`src/rtl/timer_suite_pkg.sv`:
```
package timer_suite_pkg;

  // ==========================================================================
  // Sizes and reset values
  localparam int GP_COUNT = 3;
  localparam int ADV_CH = 4;
  localparam int ADV_PINS = 3;
  localparam int GP_CH = 2;
  localparam logic [15:0] CNT16_RESET = 16'h0000;
  localparam logic [7:0] CNT8_RESET = 8'h00;
  localparam logic [15:0] PSC_RESET = 16'h0000;
  localparam logic [6:0] GP_PSC_RESET = 7'h00;
  localparam logic [14:0] BAS_PSC_RESET = 15'h0000;
  localparam logic [7:0] DT_RESET = 8'h00;
  localparam logic [7:0] FLAG_RESET = 8'h00;

  // ==========================================================================
  // Modes
  typedef enum logic [2:0] {
    CNT_UP = 3'h1,
    CNT_DOWN = 3'h2,
    CNT_CENTER = 3'h4
  } cnt_mode_t;

  typedef enum logic [5:0] {
    SM_OFF = 6'h01,
    SM_RESET = 6'h02,
    SM_GATED = 6'h04,
    SM_TRIGGER = 6'h08,
    SM_EXTCLK = 6'h10,
    SM_ENCODER = 6'h20
  } slave_mode_t;

  typedef enum logic [4:0] {
    CC_OFF = 5'h01,
    CC_CAPTURE = 5'h02,
    CC_COMPARE = 5'h04,
    CC_PWM = 5'h08,
    CC_PULSE = 5'h10
  } cc_mode_t;

  // ==========================================================================
  // Configuration and status carriers
  typedef struct packed {
    logic enable;
    cnt_mode_t mode;
    logic one_pulse;
    logic [15:0] arr;
    slave_mode_t slave;
  } core_cfg_t;

  typedef struct packed {
    cc_mode_t mode;
    logic [15:0] ccr;
  } ch_cfg_t;

  typedef struct packed {
    core_cfg_t core;
    logic [15:0] psc;
    logic [7:0] dead_time;
    logic out_en;
    logic [2:0] safe_level;
    logic [2:0] safe_level_n;
    logic [6:0] irq_en;
    logic dma_en;
  } adv_cfg_t;

  typedef struct packed {
    core_cfg_t core;
    logic [2:0] psc_exp;
    logic trig_from_adv;
    logic [3:0] irq_en;
    logic dma_en;
  } gp_cfg_t;

  typedef struct packed {
    logic enable;
    logic [3:0] psc_exp;
    logic [7:0] arr;
    logic irq_en;
    logic dma_en;
  } bas_cfg_t;

  typedef struct packed {
    logic trig;
    logic brk;
    logic [3:0] cc;
    logic update;
  } adv_flags_t;

  typedef struct packed {
    logic trig;
    logic [1:0] cc;
    logic update;
  } gp_flags_t;

  // ==========================================================================
  // Shared helpers
  function automatic logic pow2_tick(input logic [14:0] c, input logic [3:0] e);
    logic [14:0] mask;
    mask = (15'h0001 << e) - 15'h0001;
    return (c & mask) == BAS_PSC_RESET;
  endfunction

  function automatic logic [7:0] flag_next(input logic [7:0] q, input logic [7:0] s, input logic [7:0] c);
    return s | (q & ~c);
  endfunction

endpackage

```
`src/rtl/timer_core.sv`:
```
`timescale 1ns/1ps
module timer_core
  import timer_suite_pkg::*;
#(
  parameter int NCH = GP_CH
) (
  input wire logic clk_i,
  input wire logic rst_i,
  input wire core_cfg_t cfg_i,
  input wire ch_cfg_t [NCH-1:0] ch_cfg_i,
  input wire logic tick_i,
  input wire logic trig_i,
  input wire logic [NCH-1:0] cap_i,
  output logic [15:0] cnt_o,
  output logic [NCH-1:0] ref_o,
  output logic [NCH-1:0][15:0] cap_o,
  output logic [NCH-1:0] cc_evt_o,
  output logic update_o,
  output logic trig_evt_o
);

  logic trig_q;
  logic en_q;
  logic enc_q;
  logic armed;
  logic dir_down;
  logic [15:0] cnt_q;
  logic trig_edge;
  logic tick;
  logic down;
  logic at_end;
  logic step;
  logic go;
  logic need_arm;
  logic rst_hit;

  // ==========================================================================
  // Slave control
  assign trig_edge = trig_i & ~trig_q;
  assign need_arm = (cfg_i.slave == SM_TRIGGER) | cfg_i.one_pulse;
  assign go = cfg_i.enable & (armed | ~need_arm) & ((cfg_i.slave != SM_GATED) | trig_i);
  assign rst_hit = (cfg_i.slave == SM_RESET) & trig_edge;
  assign trig_evt_o = trig_edge;

  always_comb begin
    case (cfg_i.slave)
      SM_EXTCLK: tick = trig_edge;
      SM_ENCODER: tick = cap_i[0] & ~enc_q;
      default: tick = tick_i;
    endcase
    case (cfg_i.mode)
      CNT_DOWN: down = 1'b1;
      CNT_CENTER: down = dir_down;
      default: down = (cfg_i.slave == SM_ENCODER) ? cap_i[1] : 1'b0;
    endcase
  end

  always_ff @(posedge clk_i) begin
    if (rst_i) begin
      trig_q <= 1'b0;
      en_q <= 1'b0;
      enc_q <= 1'b0;
      cnt_q <= CNT16_RESET;
    end else begin
      trig_q <= trig_i;
      en_q <= cfg_i.enable;
      enc_q <= cap_i[0];
      cnt_q <= cnt_o;
    end
  end

  always_ff @(posedge clk_i) begin
    if (rst_i) begin
      armed <= 1'b0;
    end else if ((cfg_i.slave == SM_TRIGGER) ? trig_edge : (cfg_i.enable & ~en_q)) begin
      armed <= 1'b1;
    end else if (~cfg_i.enable | (update_o & cfg_i.one_pulse)) begin
      armed <= 1'b0;
    end
  end

  // ==========================================================================
  // Counter
  assign step = go & tick;
  assign at_end = down ? (cnt_o == CNT16_RESET) : (cnt_o >= cfg_i.arr);
  assign update_o = (step & at_end) | rst_hit;

  always_ff @(posedge clk_i) begin
    if (rst_i) begin
      cnt_o <= CNT16_RESET;
      dir_down <= 1'b0;
    end else if (rst_hit) begin
      cnt_o <= (cfg_i.mode == CNT_DOWN) ? cfg_i.arr : CNT16_RESET;
    end else if (step) begin
      if ((cfg_i.mode == CNT_CENTER) && at_end) begin
        dir_down <= ~dir_down;
        cnt_o <= down ? 16'h0001 : cfg_i.arr - 16'h0001;
      end else if (at_end) begin
        cnt_o <= down ? cfg_i.arr : CNT16_RESET;
      end else if (down) begin
        cnt_o <= cnt_o - 16'h0001;
      end else begin
        cnt_o <= cnt_o + 16'h0001;
      end
    end
  end

  // ==========================================================================
  // Capture/compare channels
  for (genvar i = 0; i < NCH; i++) begin : g_ch
    logic cap_q;
    logic hit;
    assign hit = (cnt_o == ch_cfg_i[i].ccr) & (cnt_o != cnt_q);
    always_ff @(posedge clk_i) begin
      if (rst_i) begin
        cap_q <= 1'b0;
        cap_o[i] <= CNT16_RESET;
        ref_o[i] <= 1'b0;
        cc_evt_o[i] <= 1'b0;
      end else begin
        cap_q <= cap_i[i];
        cc_evt_o[i] <= 1'b0;
        case (ch_cfg_i[i].mode)
          CC_CAPTURE: begin
            if (cap_i[i] & ~cap_q) begin
              cap_o[i] <= cnt_o;
              cc_evt_o[i] <= 1'b1;
            end
          end
          CC_COMPARE: begin
            if (hit) begin
              ref_o[i] <= ~ref_o[i];
              cc_evt_o[i] <= 1'b1;
            end
          end
          CC_PWM: begin
            ref_o[i] <= cnt_o < ch_cfg_i[i].ccr;
            cc_evt_o[i] <= hit;
          end
          CC_PULSE: begin
            ref_o[i] <= armed & (cnt_o >= ch_cfg_i[i].ccr);
            cc_evt_o[i] <= hit;
          end
          default: begin
            ref_o[i] <= 1'b0;
          end
        endcase
      end
    end
  end

endmodule

```
`src/rtl/timer_suite.sv`:
```
`timescale 1ns/1ps
module timer_suite
  import timer_suite_pkg::*;
(
  input wire logic clk_i,
  input wire logic rst_i,
  input wire adv_cfg_t adv_cfg_i,
  input wire ch_cfg_t [ADV_CH-1:0] adv_ch_cfg_i,
  input wire logic [ADV_PINS-1:0] adv_cap_i,
  input wire logic adv_trig_i,
  input wire logic break_i,
  input wire adv_flags_t adv_clear_i,
  output logic [ADV_PINS-1:0] adv_oc_o,
  output logic [ADV_PINS-1:0] adv_ocn_o,
  output logic [15:0] adv_cnt_o,
  output logic [ADV_CH-1:0][15:0] adv_cap_o,
  output adv_flags_t adv_flags_o,
  output logic adv_irq_o,
  output logic adv_dma_o,
  input wire gp_cfg_t [GP_COUNT-1:0] gp_cfg_i,
  input wire ch_cfg_t [GP_COUNT-1:0][GP_CH-1:0] gp_ch_cfg_i,
  input wire logic [GP_COUNT-1:0][GP_CH-1:0] gp_cap_i,
  input wire logic [GP_COUNT-1:0] gp_trig_i,
  input wire gp_flags_t [GP_COUNT-1:0] gp_clear_i,
  output logic [GP_COUNT-1:0][GP_CH-1:0] gp_pwm_o,
  output logic [GP_COUNT-1:0][15:0] gp_cnt_o,
  output logic [GP_COUNT-1:0][GP_CH-1:0][15:0] gp_cap_o,
  output gp_flags_t [GP_COUNT-1:0] gp_flags_o,
  output logic [GP_COUNT-1:0] gp_irq_o,
  output logic [GP_COUNT-1:0] gp_dma_o,
  input wire bas_cfg_t bas_cfg_i,
  input wire logic bas_clear_i,
  output logic [7:0] bas_cnt_o,
  output logic bas_flag_o,
  output logic bas_irq_o,
  output logic bas_dma_o,
  output logic dac_trig_o
);

  // ==========================================================================
  // Advanced control timer
  logic [15:0] adv_psc_cnt;
  logic adv_tick;
  logic adv_upd;
  logic adv_trig_evt;
  logic [ADV_CH-1:0] adv_ref;
  logic [ADV_CH-1:0] adv_cc_evt;
  logic [ADV_CH-1:0] adv_cap_all;
  logic [6:0] adv_flags;
  logic [7:0] adv_flag_nx;

  assign adv_tick = adv_cfg_i.core.enable & (adv_psc_cnt >= adv_cfg_i.psc);

  always_ff @(posedge clk_i) begin
    if (rst_i) begin
      adv_psc_cnt <= PSC_RESET;
    end else if (~adv_cfg_i.core.enable | adv_tick) begin
      adv_psc_cnt <= PSC_RESET;
    end else begin
      adv_psc_cnt <= adv_psc_cnt + 16'h0001;
    end
  end

  assign adv_cap_all = {adv_trig_i, adv_cap_i};

  timer_core #(
    .NCH(ADV_CH)
  ) u_adv (
    .clk_i(clk_i),
    .rst_i(rst_i),
    .cfg_i(adv_cfg_i.core),
    .ch_cfg_i(adv_ch_cfg_i),
    .tick_i(adv_tick),
    .trig_i(adv_trig_i),
    .cap_i(adv_cap_all),
    .cnt_o(adv_cnt_o),
    .ref_o(adv_ref),
    .cap_o(adv_cap_o),
    .cc_evt_o(adv_cc_evt),
    .update_o(adv_upd),
    .trig_evt_o(adv_trig_evt)
  );

  // ==========================================================================
  // Dead time and break
  for (genvar p = 0; p < ADV_PINS; p++) begin : g_dt
    logic ref_q;
    logic oc;
    logic ocn;
    logic [7:0] dt_cnt;
    logic [7:0] next_dt;
    always_comb begin
      if (adv_ref[p] != ref_q) begin
        next_dt = adv_cfg_i.dead_time;
      end else if (dt_cnt != DT_RESET) begin
        next_dt = dt_cnt - 8'h01;
      end else begin
        next_dt = DT_RESET;
      end
    end
    always_ff @(posedge clk_i) begin
      if (rst_i) begin
        ref_q <= 1'b0;
        dt_cnt <= DT_RESET;
        oc <= 1'b0;
        ocn <= 1'b0;
      end else begin
        ref_q <= adv_ref[p];
        dt_cnt <= next_dt;
        if (break_i | ~adv_cfg_i.out_en) begin
          oc <= adv_cfg_i.safe_level[p];
          ocn <= adv_cfg_i.safe_level_n[p];
        end else begin
          oc <= adv_ref[p] & (next_dt == DT_RESET);
          ocn <= ~adv_ref[p] & (next_dt == DT_RESET);
        end
      end
    end
    assign adv_oc_o[p] = oc;
    assign adv_ocn_o[p] = ocn;
  end

  // ==========================================================================
  // Advanced flags, interrupt and DMA
  assign adv_flag_nx = flag_next({1'b0, adv_flags}, {1'b0, adv_trig_evt, break_i, adv_cc_evt, adv_upd},
    {1'b0, adv_clear_i});

  always_ff @(posedge clk_i) begin
    if (rst_i) begin
      adv_flags <= FLAG_RESET[6:0];
      adv_dma_o <= 1'b0;
    end else begin
      adv_flags <= adv_flag_nx[6:0];
      adv_dma_o <= adv_cfg_i.dma_en & adv_upd;
    end
  end

  assign adv_flags_o = adv_flags_t'(adv_flags);
  assign adv_irq_o = |(adv_flags & adv_cfg_i.irq_en);

  // ==========================================================================
  // General-purpose timers
  for (genvar g = 0; g < GP_COUNT; g++) begin : g_gp
    logic [6:0] pcnt;
    logic tick;
    logic trig;
    logic upd;
    logic tev;
    logic [GP_CH-1:0] ccev;
    logic [3:0] flags;
    logic [7:0] flag_nx;

    assign tick = gp_cfg_i[g].core.enable & pow2_tick({8'h00, pcnt}, {1'b0, gp_cfg_i[g].psc_exp});
    assign trig = gp_cfg_i[g].trig_from_adv ? adv_upd : gp_trig_i[g];

    always_ff @(posedge clk_i) begin
      if (rst_i) begin
        pcnt <= GP_PSC_RESET;
      end else if (~gp_cfg_i[g].core.enable) begin
        pcnt <= GP_PSC_RESET;
      end else begin
        pcnt <= pcnt + 7'h01;
      end
    end

    timer_core #(
      .NCH(GP_CH)
    ) u_gp (
      .clk_i(clk_i),
      .rst_i(rst_i),
      .cfg_i(gp_cfg_i[g].core),
      .ch_cfg_i(gp_ch_cfg_i[g]),
      .tick_i(tick),
      .trig_i(trig),
      .cap_i(gp_cap_i[g]),
      .cnt_o(gp_cnt_o[g]),
      .ref_o(gp_pwm_o[g]),
      .cap_o(gp_cap_o[g]),
      .cc_evt_o(ccev),
      .update_o(upd),
      .trig_evt_o(tev)
    );

    assign flag_nx = flag_next({4'h0, flags}, {4'h0, tev, ccev, upd}, {4'h0, gp_clear_i[g]});

    always_ff @(posedge clk_i) begin
      if (rst_i) begin
        flags <= FLAG_RESET[3:0];
        gp_dma_o[g] <= 1'b0;
      end else begin
        flags <= flag_nx[3:0];
        gp_dma_o[g] <= gp_cfg_i[g].dma_en & upd;
      end
    end

    assign gp_flags_o[g] = gp_flags_t'(flags);
    assign gp_irq_o[g] = |(flags & gp_cfg_i[g].irq_en);
  end

  // ==========================================================================
  // Basic timebase timer
  logic [14:0] bas_psc_cnt;
  logic bas_tick;
  logic bas_ovf;
  logic [7:0] bas_flag_nx;

  assign bas_tick = bas_cfg_i.enable & pow2_tick(bas_psc_cnt, bas_cfg_i.psc_exp);
  assign bas_ovf = bas_tick & (bas_cnt_o >= bas_cfg_i.arr);

  always_ff @(posedge clk_i) begin
    if (rst_i) begin
      bas_psc_cnt <= BAS_PSC_RESET;
    end else if (~bas_cfg_i.enable) begin
      bas_psc_cnt <= BAS_PSC_RESET;
    end else begin
      bas_psc_cnt <= bas_psc_cnt + 15'h0001;
    end
  end

  always_ff @(posedge clk_i) begin
    if (rst_i) begin
      bas_cnt_o <= CNT8_RESET;
    end else if (bas_ovf) begin
      bas_cnt_o <= CNT8_RESET;
    end else if (bas_tick) begin
      bas_cnt_o <= bas_cnt_o + 8'h01;
    end
  end

  assign bas_flag_nx = flag_next({7'h00, bas_flag_o}, {7'h00, bas_ovf}, {7'h00, bas_clear_i});

  always_ff @(posedge clk_i) begin
    if (rst_i) begin
      bas_flag_o <= 1'b0;
      bas_dma_o <= 1'b0;
      dac_trig_o <= 1'b0;
    end else begin
      bas_flag_o <= bas_flag_nx[0];
      bas_dma_o <= bas_cfg_i.dma_en & bas_ovf;
      dac_trig_o <= bas_ovf;
    end
  end

  assign bas_irq_o = bas_flag_o & bas_cfg_i.irq_en;

endmodule

```
`config.mk`:
```
export PLATFORM = sky130hd
export DESIGN_NAME = timer_suite
export DESIGN_NICKNAME = d
export VERILOG_FILES = /design/src/rtl/timer_suite_pkg.sv /design/src/rtl/timer_core.sv /design/src/rtl/timer_suite.sv
export SDC_FILE = /design/constraint.sdc
export NUM_CORES = 2
export LEC_CHECK = 0
export ABC_CLOCK_PERIOD_IN_PS = 6700
export BUFFER_PORTS_ARGS = -buffer_cell sky130_fd_sc_hd__buf_2
export CAP_MARGIN = 20
export CORE_MARGIN = 2
export CORE_UTILIZATION = 43
export DETAILED_ROUTE_END_ITERATION = 10
export PLACE_DENSITY = 0.62
export SETUP_SLACK_MARGIN = 0.2
export SYNTH_ARGS = -nofsm -noshare
export SYNTH_HDL_FRONTEND = slang
export SYNTH_HIERARCHICAL = 1
export SYNTH_SLANG_ARGS = --single-unit
export TNS_END_PERCENT = 100
```
`constraint.sdc`:
```
create_clock -name clk_i -period 6.7 [get_ports clk_i]
set_input_delay 1.34 -clock clk_i [delete_from_list [all_inputs] [get_ports clk_i]]
set_output_delay 1.34 -clock clk_i [all_outputs]
set_load 0.005 [all_outputs]
```
---- Word-level counts from Yosys, hierarchy flattened ----
Cells that the tools add are included.
operators by class
  shift operators ......................... 4
  reduce and logical (&&, ||, !) cells .... 69
  bitwise logic cells ..................... 176
  add/subtract/negate cells ............... 25
  multiplexer cells ....................... 123
  eq/ne operators ......................... 94
  magnitude comparators ................... 24
operators by type and width
  cell                                                                   count
  16-bit two-way mux                                                     32
  16-bit greater-or-equal comparator                                     14
  16-bit equality test                                                   10
  16-bit < comparator                                                    9
  16-bit by 1-bit subtractor with 16-bit output, second input constant   8
  16-bit by 1-bit adder with 16-bit output, second input constant        5
  1-bit AND                                                              79
  16-bit zero test                                                       4
  16-bit inequality test                                                 4
  15-bit zero test                                                       4
  15-bit by 1-bit subtractor with 15-bit output, second input constant   4
  1-bit two-way mux                                                      58
  1-bit NOT                                                              54
  5-bit by 2-bit equality test with 1-bit output, second input constant  10
  5-bit by 3-bit equality test with 1-bit output, second input constant  10
  5-bit by 4-bit equality test with 1-bit output, second input constant  10
  5-bit equality test, second input constant                             10
  8-bit two-way mux                                                      6
  7-bit by 15-bit AND with 15-bit output                                 3
  1-bit by 3-bit left shift with 15-bit output, first input constant     3
  2-bit AND reduction                                                    19
  1-bit one-hot mux with 4 select lines                                  9
  2-bit OR reduction                                                     16
  1-bit one-hot mux with 3 select lines                                  10
  other kinds (31)                                                       124
storage, ports and cells
  logic and storage cells ................. 606
  register bits after elaboration ......... 451
  bits of input ports ..................... 435

---- Depth between registers and ports, before layout ----
  depth in word-level cells ............... 19
  gate-level depth with buffers ........... 22

---- Modules after synthesis ----
Netlist, hierarchy kept.
modules (own cells, without submodules)
  module                         instances  area an instance (um2)  cells each
  timer_core (g_gp[0].u_gp ...)  2          5594.1                  709
  timer_core (u_adv)             1          8040.2                  1016
  timer_suite                    1          6459.9                  790
  timer_core (g_gp[1].u_gp)      1          5674.2                  699

---- Worst setup path after synthesis ----
OpenSTA, ideal clock, no wires.
  kind .................................... input to register
  start ................................... input adv_cfg_i[40] (netlist name)
  end ..................................... register g_gp[0].u_gp.cnt_o[6]
  setup time .............................. 0.074 ns
  arrival ................................. 5.061 ns
  path slack .............................. 1.564 ns
  path buffers ............................ 2
  cell stages on the path ................. 18
  cells stage by stage .................... or4_4 > o41ai_1 > o22a_2 > nor3_1 > a21boi_1 > buf_4 > nand2_1 > nand2_1 > mux2_2 > nor4bb_1 > o21ai_1 > o211ai_1 > nand2_2 > or2_1 > clkbuf_2 > or4_1 > a21o_1 > a31oi_1
on the way
  cells in the longest elaborated chain, start to end .. 14
RTL lines
  item                                                                line                                source
  start, declared                                                     timer_suite.sv:7                    input wire adv_cfg_t adv_cfg_i,
  6-bit by 4-bit equality test with 1-bit output                      timer_core.sv:40                    assign need_arm = (cfg_i.slave == SM_TRIGGER) | cfg_i.one_pulse;
  1-bit bitwise OR                                                    timer_core.sv:40
  1-bit NOT                                                           timer_core.sv:41                    assign go = cfg_i.enable & (armed | ~need_arm) & ((cfg_i.slave != SM_GATED) | trig_i);
  1-bit bitwise OR                                                    timer_core.sv:41
  1-bit AND (2 in series)                                             timer_core.sv:41
  1-bit AND                                                           timer_core.sv:84                    assign step = go & tick;
  1-bit AND                                                           timer_core.sv:86                    assign update_o = (step & at_end) | rst_hit;
  1-bit bitwise OR (*)                                                timer_core.sv:86
  named net adv_upd                                                   timer_suite.sv:44                   logic adv_upd;
  1-bit two-way mux (*)                                               timer_suite.sv:154                  assign trig = gp_cfg_i[g].trig_from_adv ? adv_upd : gp_trig_i[g];
  named net g_gp[0].trig                                              timer_suite.sv:146                  logic trig;
  1-bit AND or 1-bit bitwise OR (tied branches)                       timer_core.sv:39, timer_core.sv:41
  1-bit one-hot mux with 2 select lines or 1-bit AND (tied branches)  timer_core.sv:46, timer_core.sv:41
  1-bit AND                                                           timer_core.sv:84
  2-bit nonzero test (no source line)                                 n/a
  end signal, assigned                                                timer_core.sv:93                    cnt_o <= (cfg_i.mode == CNT_DOWN) ? cfg_i.arr : CNT16_RESET;
  end signal, assigned                                                timer_core.sv:97                    cnt_o <= down ? 16'h0001 : cfg_i.arr - 16'h0001;
  end signal, assigned                                                timer_core.sv:99                    cnt_o <= down ? cfg_i.arr : CNT16_RESET;
  end, declared                                                       timer_core.sv:14                    output logic [15:0] cnt_o,
The timed path passes the listed nets; every way through them passes the cells marked *.
A chain may end at the register's enable or synchronous reset.

---- Worst setup path in the final report ----
  start ................................... input adv_cfg_i[32] (netlist name)
  end ..................................... register g_gp[1].u_gp.cnt_o[4]
on the way
  cells in the longest elaborated chain, start to end .. 11
RTL lines
  item                                       line                source
  16-bit greater-or-equal comparator (*)     timer_suite.sv:52   assign adv_tick = adv_cfg_i.core.enable & (adv_psc_cnt >= adv_cfg_i.psc);
  1-bit AND (*)                              timer_suite.sv:52
  named net adv_tick                         timer_suite.sv:43   logic adv_tick;
  1-bit one-hot mux with 2 select lines (*)  timer_core.sv:46    case (cfg_i.slave)
  1-bit AND (*)                              timer_core.sv:84
  1-bit AND (*)                              timer_core.sv:86
  1-bit bitwise OR (*)                       timer_core.sv:86
  named net adv_upd                          timer_suite.sv:44
  1-bit two-way mux (*)                      timer_suite.sv:154
  named net g_gp[1].trig                     timer_suite.sv:146
  1-bit AND (*)                              timer_core.sv:39    assign trig_edge = trig_i & ~trig_q;
  named net g_gp[1].tev                      timer_suite.sv:148  logic tev;
  1-bit one-hot mux with 2 select lines      timer_core.sv:46
  1-bit AND                                  timer_core.sv:84
  2-bit nonzero test (no source line)        n/a
  end signal, assigned                       timer_core.sv:93
  end signal, assigned                       timer_core.sv:97
  end signal, assigned                       timer_core.sv:99
  end, declared                              timer_core.sv:14
Marked as above.

==> impl_metrics.yaml <==
route:
  vias: 31257
  wirelength_mm: 115.4
  dr.pass1.iters: 7
  drc_errors: 0
  viasPerCell: 5.614
  ant_nets: 0
  first_iter_violations: 2246
  wl_per_cell_microns: 20.73
timing:
  worst_slew_pin_slew_ns: 1.208
  rsz0062_at_grt: "no"
  relSlewSlack_pct: 18.70
  setup_ws_ns: 1.235
  drv_slew: 0
  finalSetupTns_ns: 0
  setup_viol: 0
  finalHoldViolations: 0
  fmax_mhz: 183.0
  period_share_pct: 81.57
  finalClockSkew_ns: 0.01919
  finalCriticalPeriod_ns: 5.465
power_and_ir_drop:
  p_switching_mw: 2.321
  intPower_mw: 5.396
  power_density_mw_per_mm2: 205.2
  seqPwrFrac_pct: 37.8
  vdd_drop_max_v: 0.0001982
  p_leak_nw: 18.34
  clock_power_share_pct: 41.4
  p_comb_share_pct: 20.8
  swShare_pct: 30.07
placed_design:
  place_area_sq_mm: 0.03570
  portBuffers: 709
  gp_congestion: 0.9591
  dp_hpwl_mm: 86.92
  detailedPlace.worstSlack_ns: 0.6514
floorplan:
  num_rows: 98
  die-width_microns: 273.2
  initial_core_util_pct: 43.53
  ios: 710
  die_area_sq_mm: 0.07466
  die_y_microns: 273.2
  core-area_sq_mm: 0.07161
grt:
  grt_overflow: 0
  grtUsageTotal_pct: 29.39
  grt_pass1_vias: 29206
  grt_pass1_wl_mm: 172.4
  antenna_found_initial: 26
  grt_max_degree: 90
clocking:
  clock_latency_ns: 0.61
  postCtsHoldBufs: 0
  cts_max_level: 2
  post_cts_buffers: 0
  clock_path_buffers: 3
  numCtsBuffers: 52
  cts_num_sinks: 452
  path_clk_slew_ns: 0.06
  cts_root_buffer: "clkbuf_16"
  cts_tree: "built"
  post_cts_resized: 0
finish:
  fill_cells: 6952
  layout_common_cells: "708 x buf_2, 452 x dfxtp_1, 383 x nor2_1"
  multi_input_area_sq_mm: 0.02024
  register_area_sq_mm: 0.009049
  layout_commonest_cell: "buf_2"
  drive_gt1_share_pct: 20.28
  area_growth_syn_to_layout_pct: 20.68
  nets: 5331
  design_area_sq_mm: 0.03761
worst_setup_path:
  cp_top_family: "simple AND/OR/NAND/NOR gates"
  rr_worst_depth: 18
  required_ns: 7.23
  crit_chain: "buf_2 > inv_1 > ha_1 > nand4_1 > or3_1 > o221ai_1 > o21a_1 > a311o_1 > o2111a_4 > nand2_1 > nand2_1 > mux2_2 > nor2b_1 > nand4b_1 > a31o_2 > nor3_2 > nand2_1 > a221o_1 > a21oi_1"
  critPathKind: "in -> reg"
  startpoint_type: "input pin"
  slowest_delay_ns: 0.62
  crit_slowest_cell: "nor3_2"
  path_depth: 19
  arrival_ns: 5.99
  cp_num_buf_inv: 2
  path_max_fanout: 10
  endpoint_kind: "flip-flop"
  crit_top_cell: "nand2_1"
synth:
  syn_avg_cell_area_sq_um: 8.003
  synthCells: 3895
  synth_warnings: 6
  syn_area_sq_mm: 0.03117
  syn_nets: 4663
worst_hold_path:
  hp-class: "reg -> reg"
  hold_depth: 2
run_status:
  status: "finished clean"
flow_run:
  maxCapViolations: 0
==> power by group through the flow <==
stage                     clock, mW  combinational, mW  sequential (mW)
after global routing           3.35               1.79             2.93
after detailed placement          0               1.58             2.97
after floorplan                   0               1.08             2.93
final                          3.19               1.61             2.92
after CTS                      3.24               1.60             2.92
after global placement            0               1.58             2.97
==> worst min-delay path, cell delays in order, from the launching register on <==
cell and delay, ns:
dfxtp_1 0.31, a21oi_1 0.04, nor2_1 0.07
==> path summary, 6_finish.rpt <==
path | slack, ns | endpoint | startpoint
hold / removal | 0.45 | g_gp[1].flags[1] | g_gp[1].u_gp/cc_evt_o[0]
setup reg to reg | 1.61 | g_gp[1].u_gp/cnt_o[4] | u_adv/cnt_o[0]
hold reg to reg | 0.45 | g_gp[1].flags[1] | g_gp[1].u_gp/cc_evt_o[0]
setup / recovery | 1.24 | g_gp[1].u_gp/cnt_o[4] | adv_cfg_i[32]
==> flip-flops by register name (all words and copies together) (netlist names), 12 cells and up <==
signal           cells
g_gp.u_gp/cap_o     96
u_adv/cap_o         64
g_gp.u_gp/cnt_o     48
g_gp.u_gp/cnt_q     48
g_dt.dt_cnt         24
g_gp.pcnt           21
adv_psc_cnt         16
u_adv/cnt_o         16
u_adv/cnt_q         16
bas_psc_cnt         15
g_gp.flags          12
==> metal layers <==
layer | vias to the layer above | global-route usage (%) | routed length [microns]
li1 | 15202 | - | -
met1 | 14477 | 36.70 | 47630
met2 | 1291 | 49.17 | 53850
met3 | 267 | 6.544 | 9579
met4 | 20 | 11.37 | 4261
met5 | - | 0 | 123
==> metrics by stage <==
stage	util [%]	total power, mW	hold slack (ns)	std cells
after floorplan	-	4.014	0.4130	3895
after global placement	49.85	4.551	0.4222	5459
after detailed placement	49.85	4.558	0.4278	5459
after CTS	52.48	7.752	0.4420	5555
after global routing	52.52	8.076	0.4630	5565
final	52.53	7.717	0.4458	5568
==> area by class of cell <==
class                           count  area share [%]
Antenna cell                       13         0.08649
Clock inverter                     26           1.081
Sequential cell                   452           24.06
Multi-Input combinational cell   2964           53.81
Clock buffer                       70           3.935
Timing Repair Buffer              762           10.55
Tap cell                          950           3.160
Inverter                          331           3.316
Power figures use the tool's default switching activity.
